### config.mk
export PLATFORM = sky130hd
export DESIGN_NAME = reader_command_sequencer_tx_flat
export DESIGN_NICKNAME = d
export VERILOG_FILES = /design/src/shared/reader_pkg.sv /design/src/shared/reader_link_if.sv /design/src/logic/reader_command_sequencer_tx.sv /design/src/flat_wrapper.sv
export SDC_FILE = /design/constraint.sdc
export NUM_CORES = 1
export LEC_CHECK = 0
export BUFFER_PORTS_ARGS = -buffer_cell sky130_fd_sc_hd__buf_2
export CAP_MARGIN = 5
export CORE_MARGIN = 8
export CORE_UTILIZATION = 63
export DETAILED_ROUTE_END_ITERATION = 16
export PLACE_DENSITY = 0.78
export REMOVE_ABC_BUFFERS = 1
export SYNTH_ARGS = -nofsm -noshare
export SYNTH_HDL_FRONTEND = slang
export SYNTH_SLANG_ARGS = --single-unit
### constraint.sdc
create_clock -name clock -period 5.6 [get_ports clock]
set_clock_uncertainty 0.2 [all_clocks]
set_input_delay 0.84 -clock clock [delete_from_list [all_inputs] [get_ports clock]]
set_output_delay 0.84 -clock clock [all_outputs]
set_load 0.03 [all_outputs]
### src/shared/reader_pkg.sv
// Shared constants and types for the reader command sequencer and its host
`default_nettype none
package reader_pkg;
  // Command codes
  localparam logic [5:0] CMD_IDLE = 6'h00;
  localparam logic [5:0] CMD_TX = 6'h1a;
  localparam logic [5:0] CMD_BOOT = 6'h3f;
  // Device register addresses on the link
  localparam logic [5:0] ADDR_STATUS = 6'h00;
  localparam logic [5:0] ADDR_CMD = 6'h01;
  localparam logic [5:0] ADDR_FIFO = 6'h02;
  localparam logic [5:0] ADDR_LEVEL = 6'h04;
  localparam logic [5:0] ADDR_IRQ = 6'h07;
  localparam logic [5:0] ADDR_FRAME = 6'h0f;
  localparam logic [5:0] ADDR_REDUND = 6'h22;
  // Field positions
  localparam int RED_PAR_EN = 0;
  localparam int RED_PAR_ODD = 1;
  localparam int RED_CRC_EN = 2;
  localparam int IRQ_CMD_DONE = 0;
  localparam int IRQ_TX_DONE = 1;
  localparam int STS_FIFO_EMPTY = 3;
  localparam int STS_FIFO_FULL = 4;
  localparam int STS_BOOTING = 5;
  // Reset values and stored boot image
  localparam logic [7:0] REDUND_RESET = 8'h00;
  localparam logic [2:0] LASTBITS_RESET = 3'h0;
  localparam logic [7:0] EE_REDUND = 8'h03;
  localparam logic [7:0] EE_FRAME = 8'h00;
  // Line phase codes
  localparam logic [2:0] PH_IDLE = 3'h0;
  localparam logic [2:0] PH_ARMED = 3'h1;
  localparam logic [2:0] PH_SOF = 3'h2;
  localparam logic [2:0] PH_DATA = 3'h3;
  localparam logic [2:0] PH_PAR = 3'h4;
  localparam logic [2:0] PH_EOF = 3'h5;
  localparam logic [2:0] PH_BOOT = 3'h7;
  // FIFO and check sums
  localparam logic [6:0] FIFO_DEPTH = 7'h40;
  localparam logic [15:0] CRC_PRESET = 16'h6363;
  localparam logic [15:0] CRC_POLY = 16'h8408;
  // Timing
  localparam int CLK_MHZ = 20;
  localparam int BIT_TIME_NS = 10000;
  localparam int BIT_CYCLES = BIT_TIME_NS * CLK_MHZ / 1000;
  localparam int BOOT_TIME_NS = 5000;
  localparam int BOOT_CYCLES = BOOT_TIME_NS * CLK_MHZ / 1000;
  // Controller register map (AXI4-Lite byte addresses)
  localparam logic [31:0] CSR_CTRL = 32'h0000_0000;
  localparam logic [31:0] CSR_STAT = 32'h0000_0004;
  localparam int CTRL_RD_BIT = 16;
  localparam int CTRL_ADDR_LSB = 8;
  localparam int STAT_DATA_LSB = 8;
  localparam logic [1:0] RESP_OKAY = 2'h0;
  localparam logic [1:0] RESP_SLVERR = 2'h2;

  typedef enum logic [6:0] {
    ST_BOOT = 7'h01,
    ST_IDLE = 7'h02,
    ST_ARMED = 7'h04,
    ST_SOF = 7'h08,
    ST_DATA = 7'h10,
    ST_PAR = 7'h20,
    ST_EOF = 7'h40
  } dev_state_t;

  typedef enum logic [3:0] {
    H_IDLE = 4'h1,
    H_POLLW = 4'h2,
    H_PREW = 4'h4,
    H_RDW = 4'h8
  } host_state_t;
endpackage
`default_nettype wire

### src/shared/reader_link_if.sv
// Register port between the host controller and the reader device
`default_nettype none
interface reader_link_if;
  logic regWrite;
  logic regRead;
  logic [5:0] regAddr;
  logic [7:0] regWdata;
  logic [7:0] regRdata;
  logic regRvalid;
  modport device (
    input regWrite,
    input regRead,
    input regAddr,
    input regWdata,
    output regRdata,
    output regRvalid
  );
  modport host (
    output regWrite,
    output regRead,
    output regAddr,
    output regWdata,
    input regRdata,
    input regRvalid
  );
endinterface
`default_nettype wire

### src/logic/reader_command_sequencer_tx.sv
// Reader device end: boot, idle and transmit command sequencer with FIFO
`default_nettype none
module reader_command_sequencer_tx (
  input wire logic clock,
  input wire logic reset,
  input wire logic resetPowerdownPin,
  reader_link_if.device link,
  output logic txBit,
  output logic txActive
);
  reader_pkg::dev_state_t state_q;
  reader_pkg::dev_state_t state_d;
  logic [2:0] pinSync_q;
  logic pinLvl_q;
  logic bootReq;
  logic booting;
  logic bootDone;
  logic [15:0] bootCnt_q;
  logic [15:0] bitCnt_q;
  logic tick;
  logic [7:0] fifoMem [64];
  logic [5:0] wrPtr_q;
  logic [5:0] rdPtr_q;
  logic [6:0] level_q;
  logic fifoEmpty;
  logic fifoFull;
  logic hostWr;
  logic hostRd;
  logic push;
  logic pop;
  logic hostPop;
  logic txPop;
  logic ldCrc;
  logic advance;
  logic txEnd;
  logic cmdWr;
  logic [5:0] cmd_q;
  logic [7:0] redund_q;
  logic [2:0] lastBits_q;
  logic [1:0] irq_q;
  logic [7:0] sh_q;
  logic [3:0] bitsLeft_q;
  logic partial_q;
  logic inCrc_q;
  logic crcLeft_q;
  logic par_q;
  logic [15:0] crc_q;
  logic [15:0] crcBit;
  logic [15:0] crcSrc;
  logic lastByte;
  logic [2:0] phase;

  assign booting = state_q == reader_pkg::ST_BOOT;
  assign bootDone = booting && bootCnt_q == 16'h0000;
  assign fifoEmpty = level_q == 7'h00;
  assign fifoFull = level_q == reader_pkg::FIFO_DEPTH;
  assign tick = bitCnt_q == 16'h0000;
  // Boot ignores every access except status reads
  assign hostWr = link.regWrite && !booting;
  assign hostRd = link.regRead;
  assign cmdWr = hostWr && link.regAddr == reader_pkg::ADDR_CMD;
  assign push = hostWr && link.regAddr == reader_pkg::ADDR_FIFO && !fifoFull;
  assign hostPop = hostRd && !booting && !fifoEmpty && !txPop &&
    link.regAddr == reader_pkg::ADDR_FIFO;
  assign pop = hostPop || txPop;
  // A byte is the last one only if the host is not refilling right now
  assign lastByte = level_q == 7'h01 && !push && lastBits_q != 3'h0;

  // Pin filter: change counts once second and third stages agree
  always_ff @(posedge clock or posedge reset) begin
    if (reset) begin
      pinSync_q <= 3'h7;
      pinLvl_q <= 1'b1;
    end else begin
      pinSync_q <= {pinSync_q[1:0], resetPowerdownPin};
      if (pinSync_q[1] == pinSync_q[2]) begin
        pinLvl_q <= pinSync_q[2];
      end
    end
  end
  assign bootReq = pinLvl_q && !pinSync_q[1] && !pinSync_q[2];

  // Check sum of one more data bit, LSB first
  always_comb begin
    crcBit = {1'b0, crc_q[15:1]};
    if (crc_q[0] ^ sh_q[0]) begin
      crcBit = crcBit ^ reader_pkg::CRC_POLY;
    end
    crcSrc = state_q == reader_pkg::ST_DATA && !inCrc_q ? crcBit : crc_q;
  end

  // Sequencer next state and datapath actions
  always_comb begin
    state_d = state_q;
    txPop = 1'b0;
    ldCrc = 1'b0;
    advance = 1'b0;
    txEnd = 1'b0;
    case (state_q)
      reader_pkg::ST_BOOT: begin
        if (bootDone) begin
          state_d = reader_pkg::ST_IDLE;
        end
      end
      reader_pkg::ST_ARMED: begin
        if (!fifoEmpty) begin
          state_d = reader_pkg::ST_SOF;
        end
      end
      reader_pkg::ST_SOF: begin
        if (tick) begin
          state_d = fifoEmpty ? reader_pkg::ST_EOF : reader_pkg::ST_DATA;
          txPop = !fifoEmpty;
        end
      end
      reader_pkg::ST_DATA: begin
        if (tick && bitsLeft_q == 4'h1) begin
          if (partial_q) begin
            state_d = reader_pkg::ST_EOF;
          end else if (redund_q[reader_pkg::RED_PAR_EN]) begin
            state_d = reader_pkg::ST_PAR;
          end else begin
            advance = 1'b1;
          end
        end
      end
      reader_pkg::ST_PAR: begin
        advance = tick;
      end
      reader_pkg::ST_EOF: begin
        if (tick) begin
          state_d = reader_pkg::ST_IDLE;
          txEnd = 1'b1;
        end
      end
      default: begin
        state_d = state_q;
      end
    endcase
    // Next byte: FIFO first, then check sum, else close the frame
    if (advance) begin
      if (inCrc_q) begin
        state_d = crcLeft_q ? reader_pkg::ST_DATA : reader_pkg::ST_EOF;
        ldCrc = crcLeft_q;
      end else if (!fifoEmpty) begin
        state_d = reader_pkg::ST_DATA;
        txPop = 1'b1;
      end else if (redund_q[reader_pkg::RED_CRC_EN]) begin
        state_d = reader_pkg::ST_DATA;
        ldCrc = 1'b1;
      end else begin
        state_d = reader_pkg::ST_EOF;
      end
    end
    // Host command writes; a repeated transmit code is ignored
    if (cmdWr) begin
      if (link.regWdata[5:0] == reader_pkg::CMD_TX) begin
        if (state_q == reader_pkg::ST_IDLE) begin
          state_d = fifoEmpty ? reader_pkg::ST_ARMED
                              : reader_pkg::ST_SOF;
        end
      end else begin
        state_d = reader_pkg::ST_IDLE;
        txPop = 1'b0;
        ldCrc = 1'b0;
        txEnd = 1'b0;
      end
    end
  end

  // Sequencer state and boot timer
  always_ff @(posedge clock or posedge reset) begin
    if (reset) begin
      state_q <= reader_pkg::ST_BOOT;
      bootCnt_q <= 16'(reader_pkg::BOOT_CYCLES - 1);
    end else if (bootReq) begin
      state_q <= reader_pkg::ST_BOOT;
      bootCnt_q <= 16'(reader_pkg::BOOT_CYCLES - 1);
    end else begin
      state_q <= state_d;
      if (booting && !bootDone) begin
        bootCnt_q <= bootCnt_q - 16'h0001;
      end
    end
  end

  // Bit timer runs in every state except idle
  always_ff @(posedge clock or posedge reset) begin
    if (reset) begin
      bitCnt_q <= 16'h0000;
    end else if (state_d != state_q || tick ||
        state_q == reader_pkg::ST_IDLE) begin
      bitCnt_q <= 16'(reader_pkg::BIT_CYCLES - 1);
    end else begin
      bitCnt_q <= bitCnt_q - 16'h0001;
    end
  end

  // Shift register, parity and check sum
  always_ff @(posedge clock or posedge reset) begin
    if (reset) begin
      sh_q <= 8'h00;
      bitsLeft_q <= 4'h0;
      partial_q <= 1'b0;
      inCrc_q <= 1'b0;
      crcLeft_q <= 1'b0;
      par_q <= 1'b0;
      crc_q <= reader_pkg::CRC_PRESET;
    end else if (state_q == reader_pkg::ST_IDLE ||
        state_q == reader_pkg::ST_ARMED) begin
      inCrc_q <= 1'b0;
      crc_q <= reader_pkg::CRC_PRESET;
    end else if (txPop) begin
      sh_q <= fifoMem[rdPtr_q];
      bitsLeft_q <= lastByte ? {1'b0, lastBits_q} : 4'h8;
      partial_q <= lastByte;
      par_q <= 1'b0;
      if (state_q == reader_pkg::ST_DATA && !inCrc_q) begin
        crc_q <= crcBit;
      end
    end else if (ldCrc) begin
      sh_q <= inCrc_q ? crcSrc[15:8] : crcSrc[7:0];
      crcLeft_q <= !inCrc_q;
      inCrc_q <= 1'b1;
      bitsLeft_q <= 4'h8;
      partial_q <= 1'b0;
      par_q <= 1'b0;
      if (state_q == reader_pkg::ST_DATA && !inCrc_q) begin
        crc_q <= crcBit;
      end
    end else if (state_q == reader_pkg::ST_DATA && tick) begin
      sh_q <= {1'b0, sh_q[7:1]};
      bitsLeft_q <= bitsLeft_q - 4'h1;
      par_q <= par_q ^ sh_q[0];
      if (!inCrc_q) begin
        crc_q <= crcBit;
      end
    end
  end

  // Line output, one cycle behind the sequencer
  always_ff @(posedge clock or posedge reset) begin
    if (reset) begin
      txBit <= 1'b0;
      txActive <= 1'b0;
    end else begin
      txActive <= state_q == reader_pkg::ST_SOF ||
        state_q == reader_pkg::ST_DATA || state_q == reader_pkg::ST_PAR ||
        state_q == reader_pkg::ST_EOF;
      case (state_q)
        reader_pkg::ST_SOF: txBit <= 1'b1;
        reader_pkg::ST_DATA: txBit <= sh_q[0];
        reader_pkg::ST_PAR:
          txBit <= par_q ^ redund_q[reader_pkg::RED_PAR_ODD];
        default: txBit <= 1'b0;
      endcase
    end
  end

  // FIFO storage; aborts never touch it, boot empties it
  always_ff @(posedge clock) begin
    if (push) begin
      fifoMem[wrPtr_q] <= link.regWdata;
    end
  end
  always_ff @(posedge clock or posedge reset) begin
    if (reset) begin
      wrPtr_q <= 6'h00;
      rdPtr_q <= 6'h00;
      level_q <= 7'h00;
    end else if (bootReq) begin
      wrPtr_q <= 6'h00;
      rdPtr_q <= 6'h00;
      level_q <= 7'h00;
    end else begin
      wrPtr_q <= wrPtr_q + {5'h00, push};
      rdPtr_q <= rdPtr_q + {5'h00, pop};
      level_q <= level_q + {6'h00, push} - {6'h00, pop};
    end
  end

  // Configuration, command and flag registers
  always_ff @(posedge clock or posedge reset) begin
    if (reset) begin
      cmd_q <= reader_pkg::CMD_BOOT;
      redund_q <= reader_pkg::REDUND_RESET;
      lastBits_q <= reader_pkg::LASTBITS_RESET;
      irq_q <= 2'h0;
    end else if (bootReq) begin
      cmd_q <= reader_pkg::CMD_BOOT;
      redund_q <= reader_pkg::REDUND_RESET;
      lastBits_q <= reader_pkg::LASTBITS_RESET;
      irq_q <= 2'h0;
    end else if (bootDone) begin
      cmd_q <= reader_pkg::CMD_IDLE;
      redund_q <= reader_pkg::EE_REDUND;
      lastBits_q <= reader_pkg::EE_FRAME[2:0];
      irq_q[reader_pkg::IRQ_CMD_DONE] <= 1'b1;
    end else begin
      if (hostWr && link.regAddr == reader_pkg::ADDR_REDUND) begin
        redund_q <= link.regWdata;
      end
      if (cmdWr && state_d == reader_pkg::ST_IDLE) begin
        cmd_q <= reader_pkg::CMD_IDLE;
      end else if (cmdWr && state_q == reader_pkg::ST_IDLE) begin
        cmd_q <= reader_pkg::CMD_TX;
      end else if (txEnd) begin
        cmd_q <= reader_pkg::CMD_IDLE;
      end
      // End of frame clears the bit count even over a host write
      if (txEnd) begin
        lastBits_q <= 3'h0;
      end else if (hostWr && link.regAddr == reader_pkg::ADDR_FRAME) begin
        lastBits_q <= link.regWdata[2:0];
      end
      // Write one to clear; a set in the same cycle wins
      irq_q <= (irq_q & ~((hostWr && link.regAddr == reader_pkg::ADDR_IRQ)
        ? link.regWdata[1:0] : 2'h0)) | {txEnd, txEnd};
    end
  end

  // Phase code for status
  always_comb begin
    case (state_q)
      reader_pkg::ST_BOOT: phase = reader_pkg::PH_BOOT;
      reader_pkg::ST_ARMED: phase = reader_pkg::PH_ARMED;
      reader_pkg::ST_SOF: phase = reader_pkg::PH_SOF;
      reader_pkg::ST_DATA: phase = reader_pkg::PH_DATA;
      reader_pkg::ST_PAR: phase = reader_pkg::PH_PAR;
      reader_pkg::ST_EOF: phase = reader_pkg::PH_EOF;
      default: phase = reader_pkg::PH_IDLE;
    endcase
  end

  // Read answers one cycle after the request; unmapped reads return zero
  always_ff @(posedge clock or posedge reset) begin
    if (reset) begin
      link.regRvalid <= 1'b0;
      link.regRdata <= 8'h00;
    end else begin
      link.regRvalid <= hostRd;
      link.regRdata <= 8'h00;
      if (hostRd && link.regAddr == reader_pkg::ADDR_STATUS) begin
        link.regRdata <= {2'h0, booting, fifoFull, fifoEmpty, phase};
      end else if (hostRd && !booting) begin
        if (link.regAddr == reader_pkg::ADDR_CMD) begin
          link.regRdata <= {2'h0, cmd_q};
        end else if (hostPop) begin
          link.regRdata <= fifoMem[rdPtr_q];
        end else if (link.regAddr == reader_pkg::ADDR_LEVEL) begin
          link.regRdata <= {1'b0, level_q};
        end else if (link.regAddr == reader_pkg::ADDR_IRQ) begin
          link.regRdata <= {6'h00, irq_q};
        end else if (link.regAddr == reader_pkg::ADDR_FRAME) begin
          link.regRdata <= {5'h00, lastBits_q};
        end else if (link.regAddr == reader_pkg::ADDR_REDUND) begin
          link.regRdata <= redund_q;
        end
      end
    end
  end
endmodule
`default_nettype wire

### src/flat_wrapper.sv
// flat-port wrapper written by rule: the top's interface ports become plain ports
module reader_command_sequencer_tx_flat 
  (clock, reset, resetPowerdownPin, txBit, txActive, link_regWrite, link_regRead, link_regAddr, link_regWdata, link_regRdata, link_regRvalid);
  reader_link_if link_i ();
  input wire logic clock;
  input wire logic reset;
  input wire logic resetPowerdownPin;
  output logic txBit;
  output logic txActive;
  input wire logic [$bits(link_i.regWrite)-1:0] link_regWrite;
  input wire logic [$bits(link_i.regRead)-1:0] link_regRead;
  input wire logic [$bits(link_i.regAddr)-1:0] link_regAddr;
  input wire logic [$bits(link_i.regWdata)-1:0] link_regWdata;
  output wire logic [$bits(link_i.regRdata)-1:0] link_regRdata;
  output wire logic [$bits(link_i.regRvalid)-1:0] link_regRvalid;
  assign link_i.regWrite = link_regWrite;
  assign link_i.regRead = link_regRead;
  assign link_i.regAddr = link_regAddr;
  assign link_i.regWdata = link_regWdata;
  assign link_regRdata = link_i.regRdata;
  assign link_regRvalid = link_i.regRvalid;
  reader_command_sequencer_tx u_core (.clock(clock), .reset(reset), .resetPowerdownPin(resetPowerdownPin), .link(link_i), .txBit(txBit), .txActive(txActive));
endmodule
# After elaboration in Yosys (flattened, before gate mapping)

Memory sizes are Yosys's and may differ from the RTL's.
Cells that the tools add are included.

Bitwise logic cells: 9
Multiplexer cells: 97
Reduce and logical (&&, ||, !) cells: 57
Equal/unequal tests: 23
Add/sub/neg operators: 7

Operators with widths:

| kind                  | count |
|---|---|
| $mux 16               | 10 |
| $mux 7                | 18 |
| $mux 8                | 15 |
| $mux 6                | 7 |
| $pmux 7 s5            | 1 |
| $logic_not 16->1      | 2 |
| $mux 1                | 32 |
| $sub 16x1->16 const B | 2 |
| $logic_and 1x1->1     | 23 |
| $mux 4                | 5 |
| $pmux 3 s6            | 1 |
| $eq 7x1->1 const B    | 2 |
| $eq 7x2->1 const B    | 2 |
| $eq 7x7->1 const B    | 2 |
| $add 6x1->6           | 2 |
| $eq 6x3->1 const B    | 2 |
| $mux 3                | 4 |
| $logic_not 1->1       | 9 |
| $reduce_bool 3->1     | 3 |
| $reduce_and 2->1      | 4 |
| $reduce_bool 4->1     | 2 |
| $add 7x1->7           | 1 |
| $eq 7x3->1 const B    | 1 |
| $eq 7x4->1 const B    | 1 |
| 30 further kinds      | 42 |

Register bits after elaboration: 124
Memories: 1
RAM bits: 512
Logic and storage cells: 218
Output and inout bits: 11

Memories:

| memory         | depth | bits a word | rd ports | clocked after memory_dff | wr ports | RTL line                          | source |
|---|---|---|---|---|---|---|---|
| u_core.fifoMem | 64    | 8           | 1        | 0                        | 1        | reader_command_sequencer_tx.sv:21 | `logic [7:0] fifoMem [64];` |

# Logic depth before layout (Yosys ltp)

Depth after elaboration: 16
Depth in mapped cells: 20
Gate-level depth less buffers: 19

# Worst setup path after synthesis

No wires, ideal clock.

Path kind: input -> register
Start: in link_regAddr[3]
End: reg u_core.level_q[6]
Stages on the path: 20
Path slack: 1.094 ns
Arrival time: 4.228 ns
Library setup time: 0.078 ns
Path buffers: 3
Required time: 5.322 ns
Path through: clkbuf_1 nor3b_1 o211a_1 nand3_1 clkbuf_1 o2111ai_1 clkbuf_1 nand2_1 ha_1 inv_1 ha_1 inv_1 fa_1 inv_1 a21oi_1 nor2_1 o21ai_0 a21oi_1 or3_1 a21oi_1

Word-level cells in the longest chain between the ends: 9
Elaborated cells on any way between the ends: 13
Classes of those cells: 2 x add/sub; 2 x eq/ne; 2 x mux; 7 x reduce/logical

Ends and longest elaborated chain:

| item                                                                | RTL line                           | source |
|---|---|---|
| from (decl)                                                         | flat_wrapper.sv:12                 | `input wire logic [$bits(link_i.regAddr)-1:0] link_regAddr;` |
| parallel branches: the longest is 7 deep, another holds $add 7x1->7 | --                                 |  |
| $sub 7x1->7 *                                                       | reader_command_sequencer_tx.sv:278 | `level_q <= level_q + {6'h00, push} - {6'h00, pop};` |
| $mux 7 *                                                            | reader_command_sequencer_tx.sv:271 | `end else if (bootReq) begin` |
| to (signal assigned)                                                | reader_command_sequencer_tx.sv:278 |  |
| to (decl)                                                           | reader_command_sequencer_tx.sv:24  | `logic [6:0] level_q;` |

Mark *: on every way between the ends.
A chain may end at the register's enable or synchronous reset.

# Worst setup path after layout

Start: reg u_core.state_q[1]
End: reg u_core.level_q[6]

Word-level cells in the longest chain between the ends: 13
Elaborated cells on any way between the ends: 25
Classes of those cells: 2 x add/sub; 4 x eq/ne; 8 x mux; 11 x reduce/logical

Ends and longest elaborated chain:

| item                            | RTL line                           | source |
|---|---|---|
| from (decl)                     | reader_command_sequencer_tx.sv:11  | `reader_pkg::dev_state_t state_q;` |
| from (signal assigned)          | reader_command_sequencer_tx.sv:174 | `state_q <= reader_pkg::ST_BOOT;` |
| from (signal assigned)          | reader_command_sequencer_tx.sv:177 | `state_q <= reader_pkg::ST_BOOT;` |
| from (signal assigned)          | reader_command_sequencer_tx.sv:180 | `state_q <= state_d;` |
| $eq 7x4->1                      | reader_command_sequencer_tx.sv:99  | `case (state_q)` |
| $mux 1                          | reader_command_sequencer_tx.sv:99  |  |
| $mux 1                          | reader_command_sequencer_tx.sv:145 | `end else if (!fifoEmpty) begin` |
| $mux 1                          | reader_command_sequencer_tx.sv:142 | `if (inCrc_q) begin` |
| $mux 1                          | reader_command_sequencer_tx.sv:141 | `if (advance) begin` |
| $mux 1                          | reader_command_sequencer_tx.sv:157 | `if (link.regWdata[5:0] == reader_pkg::CMD_TX) begin` |
| $mux 1                          | reader_command_sequencer_tx.sv:156 | `if (cmdWr) begin` |
| $logic_not 1->1                 | reader_command_sequencer_tx.sv:63  | `assign hostPop = hostRd && !booting && !fifoEmpty && !txPop &&` |
| $logic_and 1x1->1 (2 in series) | reader_command_sequencer_tx.sv:63  |  |
| $logic_or 1x1->1                | reader_command_sequencer_tx.sv:65  | `assign pop = hostPop \|\| txPop;` |
| $sub 7x1->7 *                   | reader_command_sequencer_tx.sv:278 |  |
| $mux 7 *                        | reader_command_sequencer_tx.sv:271 |  |

Every way passes the cells marked *; elsewhere a longest branch is shown, timed or not.

==> results.yml <==
run_status:
  status: "finished, final reports clean"
cts:
  numCtsBuffers: 61
  clockBufferDepth: 3
  cts_root_buffer: "clkbuf_16"
  clock_latency_ns: 0.64
  cts-hold-fix-buffers: 0
  clk_pin_slew_ns: 0.07
  h-tree-depth: 2
  cts_sinks: 632
  post_cts_buffers: 0
  cts_tree: "built"
  postCtsResizedCells: 0
die:
  die_x_um: 220.9
  initial_utilization_pct: 63.48
  rows: 75
  core_um2: 41670
  io_pins: 30
  die_h_um: 220.9
  die_area_um2: 48790
drt:
  dr.pass1.iters: 5
  ant_nets: 0
  wirelength_mm: 60.85
  drt-initial-drc-count: 1921
  vias: 15244
  vias_per_cell: 6.736
  drc: 0
  detail_route.wl_per_cell_um: 26.89
setup_path:
  path_cells: "or3_1 -> or3_1 -> nor3_1 -> o2111ai_1 -> buf_4 -> nand2_1 -> ha_1 -> inv_1 -> ha_1 -> inv_1 -> fa_1 -> inv_1 -> a21oi_1 -> nor2_1 -> o21ai_0 -> a21oi_1 -> or3_1 -> a21oi_1"
  cp.arrival_ns: 4.59
  critPathTopFamily: "simple AND/OR/NAND/NOR gates"
  worst-path-max-fanout: 16
  required_ns: 5.90
  crit_path_end_kind: "register"
  crit_type: "register to register"
  critPathLaunchType: "register"
  slowest_stage: "dfrtp_1"
  cp_num_buf_inv: 4
  cpPeakStageDelay_ns: 0.57
power:
  irDropWorstVdd_mv: 0.2422
  power_density_nw_per_um2: 356.7
  finalPower_mw: 10.38
  leakagePower_nw: 9.716
sta:
  min_period_ns: 4.284
  worst_slew_pin_slew_ns: 1.220
  slew_headroom_pct: 18.70
  slew_violations: 0
  rsz0062_at_grt: "no"
  fin_hold_ws_ns: 0.1212
  fmaxAchievable_mhz: 233.4
  hold_viol: 0
  setup_viol: 0
  finalCritPeriodShare_pct: 76.51
layout:
  fillCellCount: 2630
  seq_area_um2: 18410
  fin_nets: 1717
  multi_input_area_um2: 7605
  design_area_um2: 29080
  antenna_cells: 0
  areaGrowthSynthToFinish_pct: 9.968
  final_layout_size_suffix_gt1_share_pct: 17.69
  fin_util_pct: 69.80
grt:
  grt_pass1_vias: 15311
  grt_pass1_wl_mm: 93.04
  antenna_found_initial: 0
  grt-ovfl-total: 0
  grt_use_total_pct: 24.74
  grt_max_degree: 77
place:
  place_area_um2: 27190
  gp_congestion: 0.9393
  io_buffers: 29
  dp.final_hpwl_mm: 37.42
synthesis:
  synth_top_area_share_pct: 58.13
  yosysWarningCount: 0
  synth_area_leaders: "edfxtp_1 (58%), mux4_2 (11%), dfrtp_1 (9.6%)"
  synth-edff-count: 512
  ys_ff_latch: 632
  yosysTopAreaCell: "edfxtp_1"
  avgSynthCellArea_um2: 16.07
  synthCells: 1646
  synth.cell_area_um2: 26450
  synth_flop_cell: "edfxtp_1"
  synthArstFlopShare_pct: 18.99
  yosysUniqueCellTypes: 73
  synth_seq_area_share_pct: 69.58
flow_run:
  maxCapViolCount: 0
worst_hold_path:
  hold_class: "input port to register"
[placed cells by master (no fill, tap or decap), drive strengths merged, types with 34 or more instances in the layout]
master and n:
edfxtp 512, nor2 171, buf 55, a21oi 57
mux4 124, a22oi 51, clkbuf 75, nand2 78
inv 34, dfrtp 101, mux2i 40
[path summary, 6_finish.rpt]
check                                               from                               end  slack, ns  depth (start not counted)
min in group asynchronous                          reset  u_core.bootCnt_q[14]$_DFFE_PP0P_       0.21                          2
setup / recovery             u_core.state_q[1]$_DFF_PP0_       u_core.level_q[6]$_DFF_PP0_       1.32                         18
hold / removal                         resetPowerdownPin     u_core.pinSync_q[0]$_DFF_PP1_       0.12                          1
setup reg to reg             u_core.state_q[1]$_DFF_PP0_       u_core.level_q[6]$_DFF_PP0_       1.32                         18
hold reg to reg            u_core.pinSync_q[0]$_DFF_PP1_     u_core.pinSync_q[1]$_DFF_PP1_       0.15                          0
max in group asynchronous                          reset      u_core.bitCnt_q[3]$_DFF_PP0_       3.84                          3
[kinds of logic (layout without fill, tap and decap cells)]
group	Yosys count	in the layout	share of synthesized area, %
AOI/OAI and AO/OA	218	218	5.630
xor gates and xnor gates	44	44	1.457
adders and majority gates	20	20	0.9651
buffers and inverters	115	193	1.689
DFF	632	632	69.58
muxes	170	170	12.33
and+or+nand+nor	447	447	8.355
[area by class of cell]
type,instances,area share [%]
well taps,539,2.319
multi-input cells,899,26.15
clock buffers,75,5.532
clock inverters,33,0.9680
inverters,30,0.3958
repair buffers,55,1.342
flip-flops and latches,632,63.30
[power breakdown]
part           total (mW)  internal, mW  switching (mW)
sequential           5.46          5.25           0.204
combinational        1.00         0.426           0.577
clock                3.91          2.18            1.74
total                10.4          7.86            2.52
[synthesized netlist by cell type (all sizes together) (10+ instances only)]
cell      n
or4      11
mux4    124
nor2    171
nor3     33
buf      24
a22oi    51
and2     14
nor2b    12
inv      30
clkbuf   61
edfxtp  512
xnor2    27
nor4     17
nand2    78
nand3    32
o21ai    31
dfstp    19
nand4    10
a31oi    10
dfrtp   101
ha       18
a21oi    57
xor2     17
nand2b   11
or3      14
mux2i    40
o221ai   10
[per-stage QoR]
stage               worst slack, ns  cells  TNS [ns]
floorplan                    -1.751   1561    -29.92
global placement             0.9568   2155         0
detailed placement           0.9047   2155         0
CTS                           1.379   2263         0
global route                  1.015   2263         0
finish                        1.316   2263         0
[routing by layer]
layer | GRT usage [%] | up-vias | wire [um]
li1 | - | 6533 | -
met1 | 32.77 | 7734 | 23240
met2 | 40.58 | 832 | 29920
met3 | 4.298 | 145 | 5178
met4 | 10.44 | 0 | 2514
met5 | 0 | - | 0
[state kept, by name, summed over array words and instances (netlist names), 2 cells and up]
name,count
u_core.cmd_q,2
u_core.wrPtr_q,6
u_core.bitCnt_q,16
u_core.irq_q,2
u_core.state_q,7
u_core.bootCnt_q,16
u_core.crc_q,16
u_core.fifoMem,512
u_core.lastBits_q,3
u_core.pinSync_q,3
u_core.link.regRdata,8
u_core.redund_q,8
u_core.bitsLeft_q,4
u_core.rdPtr_q,6
u_core.level_q,7
u_core.sh_q,8
(Power assumes the default switching activity.)
